<file path="config.mk">
export PLATFORM = sky130hd
export DESIGN_NAME = bsk_exec
export DESIGN_NICKNAME = d
export VERILOG_FILES = /design/src/design/bsk_pkg.sv /design/src/design/bsk_phase_if.sv /design/src/design/bsk_phase_gen.sv /design/src/design/bsk_exec.sv
export VERILOG_INCLUDE_DIRS = /design/src /design/src/design
export SDC_FILE = /design/constraint.sdc
export NUM_CORES = 1
export LEC_CHECK = 0
export ABC_AREA = 0
export CORE_ASPECT_RATIO = 1.1
export CORE_MARGIN = 5
export CORE_UTILIZATION = 62
export DETAILED_ROUTE_END_ITERATION = 6
export DONT_BUFFER_PORTS = 1
export GPL_ROUTABILITY_DRIVEN = 0
export HOLD_SLACK_MARGIN = 0.05
export PLACE_DENSITY = 0.84
export SKIP_CTS_REPAIR_TIMING = 1
export SKIP_LAST_GASP = 1
export SYNTH_ARGS = -nofsm -noshare
export SYNTH_HDL_FRONTEND = slang
export SYNTH_SLANG_ARGS = --single-unit
</file>
<file path="constraint.sdc">
create_clock -name mclk -period 2.1 [get_ports mclk]
set_input_delay 0.42 -clock mclk [delete_from_list [all_inputs] [get_ports mclk]]
set_output_delay 0.42 -clock mclk [all_outputs]
set_load 0.1 [all_outputs]
</file>
<file path="src/design/bsk_map.svh">
// Constants for the bit-test-skip and call execution block.
// Assumes a 14-bit instruction word and a 13-bit program counter.
`ifndef BSK_MAP_SVH
`define BSK_MAP_SVH

// Opcode field of the bit-test-skip-if-set instruction
`define BSK_SKIP_OPC_HI  13
`define BSK_SKIP_OPC_LO  10
`define BSK_SKIP_OPC     4'h7
// Opcode field of the call instruction
`define BSK_CALL_OPC_HI  13
`define BSK_CALL_OPC_LO  11
`define BSK_CALL_OPC     3'h4
// Operand fields
`define BSK_BIT_HI       9
`define BSK_BIT_LO       7
`define BSK_REG_HI       6
`define BSK_REG_LO       0
`define BSK_LIT_HI       10
`define BSK_LIT_LO       0
// Page bits taken from the page-select latch
`define BSK_PAGE_HI      4
`define BSK_PAGE_LO      3
// Phases per instruction cycle, one mclk each
`define BSK_Q_PHASES     3'h4
`define BSK_Q1           2'h0
`define BSK_Q2           2'h1
`define BSK_Q3           2'h2
`define BSK_Q4           2'h3
// Reset values
`define BSK_PC_RST       13'h0000
`define BSK_ADDR_RST     7'h00

`endif

</file>
<file path="src/design/bsk_pkg.sv">
// Types for the bit-test-skip and call execution block.
// Assumes bsk_map.svh is on the include path.
package bsk_pkg;

	// Operation held for the current instruction cycle
	typedef enum logic [1:0] {
		OP_OTHER = 2'b00,
		OP_SKIP  = 2'b01,
		OP_CALL  = 2'b10,
		OP_NOP   = 2'b11
	} bsk_op_t;

	typedef logic [1:0]  bsk_q_t;
	typedef logic [13:0] bsk_instr_t;
	typedef logic [12:0] bsk_pc_t;
	typedef logic [7:0]  bsk_data_t;
	typedef logic [6:0]  bsk_addr_t;

endpackage

</file>
<file path="src/design/bsk_phase_if.sv">
// Phase signals shared between the phase generator and the executer.
// Assumes both ends run on the same mclk.
`timescale 1ns/1ps
interface bsk_phase_if;
	import bsk_pkg::*;
	bsk_q_t q;          // Current phase, Q1..Q4 as 0..3
	logic   cyc_start;  // High during Q1

	modport gen (output q, output cyc_start);
	modport use_side (input q, input cyc_start);
endinterface

</file>
<file path="src/design/bsk_phase_gen.sv">
// Four-phase instruction cycle generator.
// Assumes one mclk per phase and a shared asynchronous reset.
`timescale 1ns/1ps
`include "bsk_map.svh"
module bsk_phase_gen (
	input  wire logic mclk,
	input  wire logic reset_n,
	bsk_phase_if.gen  ph
);
	import bsk_pkg::*;

	typedef struct packed {
		bsk_q_t q;
	} bsk_phase_st_t;

	bsk_phase_st_t st_reg;
	bsk_phase_st_t st_next;

	// Wraps naturally after Q4
	always_comb begin
		st_next   = st_reg;
		st_next.q = st_reg.q + 2'h1;
	end

	always_ff @(posedge mclk or negedge reset_n) begin
		if (!reset_n) begin
			st_reg.q <= `BSK_Q1;
		end else begin
			st_reg <= st_next;
		end
	end

	assign ph.q         = st_reg.q;
	assign ph.cyc_start = (st_reg.q == `BSK_Q1);
endmodule

</file>
<file path="src/design/bsk_exec.sv">
// Executes the bit-test-skip-if-set and call instructions.
// Other opcodes pass through untouched; the rest of the core runs them.
// Assumes the core presents the fetched word and its address from Q1,
// and returns register data one mclk after the read enable.
// Assumes the core applies stack_push and pc_load on the edge they stand at.
`timescale 1ns/1ps
`include "bsk_map.svh"
// Contract
// - Skip instruction with tested bit one discards the next fetched instruction.
// - Tested bit zero lets the next instruction run, no extra cycle.
// - A discarded instruction becomes a cycle with no read, process or write.
// - Skip instruction lasts one cycle, or two when skipping.
// - Call pushes the address of the next instruction onto the stack.
// - Call loads its eleven-bit literal into program counter bits 10:0.
module bsk_exec (
	input  wire logic               mclk,
	input  wire logic               reset_n,
	input  wire bsk_pkg::bsk_instr_t instr_word,
	input  wire bsk_pkg::bsk_pc_t    pc_value,
	input  wire bsk_pkg::bsk_data_t  pc_page_select_latch,
	input  wire bsk_pkg::bsk_data_t  reg_rd_data,
	output logic                    reg_rd_en,
	output bsk_pkg::bsk_addr_t      reg_rd_addr,
	output logic                    stack_push,
	output bsk_pkg::bsk_pc_t        stack_top_entry,
	output logic                    pc_load,
	output bsk_pkg::bsk_pc_t        pc_load_value,
	output logic                    exec_nop,
	output bsk_pkg::bsk_q_t         q_phase
);
	import bsk_pkg::*;

	// All state in one word; op says what this instruction cycle does
	typedef struct packed {
		bsk_op_t   op;
		bsk_addr_t addr;
		logic [2:0] bsel;
		logic [10:0] lit;
		logic [1:0] page;
		logic      skip;
		logic      rd_en;
		logic      push;
		bsk_pc_t   push_data;
		logic      load;
		bsk_pc_t   load_value;
	} bsk_exec_st_t;

	bsk_exec_st_t st_reg;
	bsk_exec_st_t st_next;

	// Phase bus shared with the generator
	bsk_phase_if ph ();

	// Q1..Q4 counter; one mclk per phase, no clock enable needed
	bsk_phase_gen u_phase (
		.mclk    (mclk),
		.reset_n (reset_n),
		.ph      (ph.gen)
	);

	// Decoded opcode flags
	logic is_skip;
	logic is_call;

	// Opcode decode of the fetched word
	// Only looked at in Q1, so a word changing mid-cycle does no harm
	assign is_skip = (instr_word[`BSK_SKIP_OPC_HI:`BSK_SKIP_OPC_LO] == `BSK_SKIP_OPC);
	assign is_call = (instr_word[`BSK_CALL_OPC_HI:`BSK_CALL_OPC_LO] == `BSK_CALL_OPC);

	// Next state, one step per phase
	// Strobes default low so each stands for a single phase; the data
	// fields hold until the next decode, which keeps the core's view steady
	always_comb begin
		st_next       = st_reg;
		st_next.rd_en = 1'b0;
		st_next.push  = 1'b0;
		st_next.load  = 1'b0;
		unique case (ph.q)
			`BSK_Q1: begin
				st_next.skip = 1'b0;
				// discarded word
				// A pending skip replaces the word with a silent cycle
				// second cycle added
				// Skip or call found here is dropped as well
				if (st_reg.skip) begin
					st_next.op = OP_NOP;
				end else if (is_skip) begin
					st_next.op    = OP_SKIP;
					st_next.addr  = instr_word[`BSK_REG_HI:`BSK_REG_LO];
					st_next.bsel  = instr_word[`BSK_BIT_HI:`BSK_BIT_LO];
					st_next.rd_en = 1'b1;
				end else if (is_call) begin
					st_next.op   = OP_CALL;
					st_next.lit  = instr_word[`BSK_LIT_HI:`BSK_LIT_LO];
					st_next.page = pc_page_select_latch[`BSK_PAGE_HI:`BSK_PAGE_LO];
					st_next.push      = 1'b1;
					st_next.push_data = pc_value + 13'h0001;
				end else begin
					st_next.op = OP_OTHER;
				end
			end
			`BSK_Q2: begin
				// Strobes from Q1 stand here; nothing to decide
			end
			`BSK_Q3: begin
				if (st_reg.op == OP_SKIP) begin
					st_next.skip = reg_rd_data[st_reg.bsel];
				end
				if (st_reg.op == OP_CALL) begin
					st_next.skip = 1'b1;
					st_next.load = 1'b1;
					st_next.load_value = {st_reg.page, st_reg.lit};
				end
			end
			`BSK_Q4: begin
				// Load strobe stands here; the flag waits for Q1
			end
		endcase
	end

	// Every field has a constant reset value
	// A reset in mid-call drops the call; no half push survives
	always_ff @(posedge mclk or negedge reset_n) begin
		if (!reset_n) begin
			st_reg.op         <= OP_OTHER;
			st_reg.addr       <= `BSK_ADDR_RST;
			st_reg.bsel       <= 3'h0;
			st_reg.lit        <= 11'h000;
			st_reg.page       <= 2'h0;
			st_reg.skip       <= 1'b0;
			st_reg.rd_en      <= 1'b0;
			st_reg.push       <= 1'b0;
			st_reg.push_data  <= `BSK_PC_RST;
			st_reg.load       <= 1'b0;
			st_reg.load_value <= `BSK_PC_RST;
		end else begin
			st_reg <= st_next;
		end
	end

	// Outputs straight from the state flops, except exec_nop, decoded from op
	// q_phase lets the core line its own fetch up with Q1
	assign reg_rd_en       = st_reg.rd_en;
	assign reg_rd_addr     = st_reg.addr;
	assign stack_push      = st_reg.push;
	assign stack_top_entry = st_reg.push_data;
	assign pc_load         = st_reg.load;
	assign pc_load_value   = st_reg.load_value;
	assign exec_nop        = (st_reg.op == OP_NOP);
	assign q_phase         = ph.q;

	// Tested bit as the read returns it
	logic bit_now;
	assign bit_now = reg_rd_data[st_reg.bsel];
endmodule

</file>
==> impl_metrics.env <==
export IMPL_synth_cells=215
export IMPL_syn_nets=265
export IMPL_ys_flop_type="dfrtp_1"
export IMPL_antenna_cells=0
export IMPL_cts_tree="built"
export IMPL_final_setup_tns_ps=0
export IMPL_route_met2_wl_mm=2.57
export IMPL_reg2regPathDepth=7
export IMPL_coreArea_um2=4220
export IMPL_yosys_warnings=0
export IMPL_largest_register_ffs=19
export IMPL_slew_violations=0
export IMPL_avgViaCountPerCell=5.38
export IMPL_synthDistinctLibCells=28
export IMPL_pwr_density_cell_nw_per_um2=1680
export IMPL_dieHeight_um=78.5
export IMPL_worst_pin_slew_ps=927
export IMPL_drt_met1_wl_mm=1.72
export IMPL_crit_path_max_fanout=2
export IMPL_clk_pin_slew_ps=60
export IMPL_met3_length_um=393
export IMPL_startpoint_type="flop"
export IMPL_finalWorstSetupSlack_ps=402
export IMPL_min_period_ps=1700
export IMPL_crit_arrival_ps=1280
export IMPL_relSlewSlack=0.382
export IMPL_leakage_uw=0.00141
export IMPL_grt_start_max_net_pins=58
export IMPL_vias=1501
export IMPL_worst_hold_slack_ps=206
export IMPL_drt_iter0_markers=81
export IMPL_r2r_end="st_reg[44]"
export IMPL_drc_errors=0
export IMPL_status="completed"
export IMPL_min_from="pc_value[0]"
export IMPL_start_util=0.625
export IMPL_synth_seq_area_share=0.540
export IMPL_r2r_start="u_phase.ph.q[0]"
export IMPL_placement_rows=25
export IMPL_holdPathStages=1
export IMPL_drive_gt1_frac=0.391
export IMPL_cts_root_buffer="clkbuf_8"
export IMPL_io_buffers=0
export IMPL_synth_edff_count=0
export IMPL_first_pass_iters=4
export IMPL_final_setup_skew_ps=4.74
export IMPL_area_growth_syn_to_layout_pct=11.8
export IMPL_fin_nets=270
export IMPL_grt_pass1_wl_mm=7.70
export IMPL_place_ws_ps=435
export IMPL_wire_per_inst_um=17.2
export IMPL_hpwl_mm=3.60
export IMPL_dieArea_um2=5670
export IMPL_worstSetupPathType="flop to output port"
export IMPL_synthArstFlopShare=1.00
export IMPL_track_usage=0.184
export IMPL_holdPathEnd="stack_top_entry[0]"
export IMPL_clk_latency_ps=330
export IMPL_cap_violations=0
export IMPL_worstPathRequired_ps=1680
export IMPL_syn_avg_cell_area_um2=12.3
export IMPL_hold_viol_final=0
export IMPL_fillCellCount=295
export IMPL_setup_violations=0
export IMPL_pin_count=84
export IMPL_synth_seq_cells=57
export IMPL_fin_crit_sh=0.809
export IMPL_grt_pass1_vias=1605
export IMPL_reg2reg_slack_ps=430
export IMPL_htreeDepth=3
export IMPL_clock_sinks=57
export IMPL_syn_area_um2=2640
export IMPL_die_w_um=72.2
export IMPL_hold_class="primary input to flop"
export IMPL_antenna_found_initial=0
export IMPL_drt_total_wl_mm=4.80
export IMPL_rsz0062_at_grt="no"
export IMPL_clock_tree_buffer_depth=2
export IMPL_postRouteAntennaNets=0
export IMPL_ir_drop_v=0.000970
export IMPL_end_kind="output port"
export IMPL_finalPower_uw=4960
export IMPL_highest_signal_layer="met4"
export IMPL_numCtsBuffers=9
export IMPL_max_freq_mhz=589
export IMPL_overflow=0
[stage by stage]
step,util,cells,instance area [um2]
floorplan,-,215,2640
global placement,0.633,261,2670
detailed placement,0.633,261,2670
CTS,0.690,277,2920
global route,0.699,279,2950
finish,0.699,279,2950
[metal layers]
| metal | vias up | track usage |
|---|---|---|
| li1 | 703 | - |
| met1 | 732 | 0.187 |
| met2 | 56 | 0.318 |
| met3 | 10 | 0.0755 |
| met4 | 0 | 0.0977 |
| met5 | - | 0 |
[cell type report]
class | instances | area (um2) | share of cell area
clock buffers | 10 | 138 | 0.0466
multi-input cells | 109 | 895 | 0.303
well taps | 54 | 67.6 | 0.0229
inverters | 10 | 37.5 | 0.0127
flip-flops and latches | 57 | 1430 | 0.483
clock inverters | 6 | 105 | 0.0356
repair buffers | 33 | 283 | 0.0958
[Yosys cell counts, types with 2 or more instances]
| cell type | n | area share |
|---|---|---|
| nor3_1 | 3 | 0.0057 |
| inv_1 | 10 | 0.014 |
| dfrtp_1 | 57 | 0.54 |
| nand3_1 | 5 | 0.0095 |
| xnor2_1 | 10 | 0.033 |
| nor2_1 | 7 | 0.0099 |
| nand4_1 | 2 | 0.0047 |
| buf_2 | 4 | 0.0076 |
| buf_4 | 33 | 0.094 |
| ha_1 | 5 | 0.024 |
| mux2_2 | 37 | 0.16 |
| o21ai_0 | 11 | 0.021 |
| nand2_1 | 16 | 0.023 |
[placed cells by master, fill, tap and decap left out, types with 2 or more instances in the layout]
cell type,instances
mux2_2,37
nand2_1,16
dfrtp_1,56
clkbuf_8,10
clkinv_2,3
o21ai_0,11
inv_1,10
bufinv_16,3
nand4_1,2
nor3_1,3
xnor2_1,10
buf_4,30
nor2_1,7
ha_1,5
nand3_1,5
[worst register-to-register path: stages (launching register included)]
cell     delay (ps)
dfrtp_2         400
inv_1            70
ha_1            190
buf_4           140
nand2_1          70
nor2_1          150
buf_4           190
mux2_2          340
[how the worst max path moves through the flow]
stage | from | end | slack, ps | cells past startpoint
final | pc_load_value[10] | pc_load_value[10] | 400 | 0
after global routing | u_phase.ph.q[0] | st_reg[44] | 320 | 7
after CTS | pc_load_value[10] | pc_load_value[10] | 370 | 0
after detailed placement | u_phase.ph.q[0] | reg_rd_addr[0] | 440 | 7
after global placement | u_phase.ph.q[0] | reg_rd_addr[5] | 490 | 7
after floorplan | u_phase.ph.q[1] | st_reg[30] | 20 | 5
[power breakdown]
group          internal (uW)  switching (uW)
registers               1390            1220
clock network            813             405
logic                    344             783
[kinds of logic (layout without fill, tap and decap cells)]
logic type      count (synthesis)  count (layout)  share of synthesized area
flops                          57              57                      0.540
buf+inv                        49              59                      0.121
mux                            39              39                      0.176
simple gates                   37              37                     0.0658
compound gates                 17              17                     0.0365
xor+xnor                       11              11                     0.0365
fa+ha+maj                       5               5                     0.0237
No activity file was read; power rests on OpenSTA's default activity.
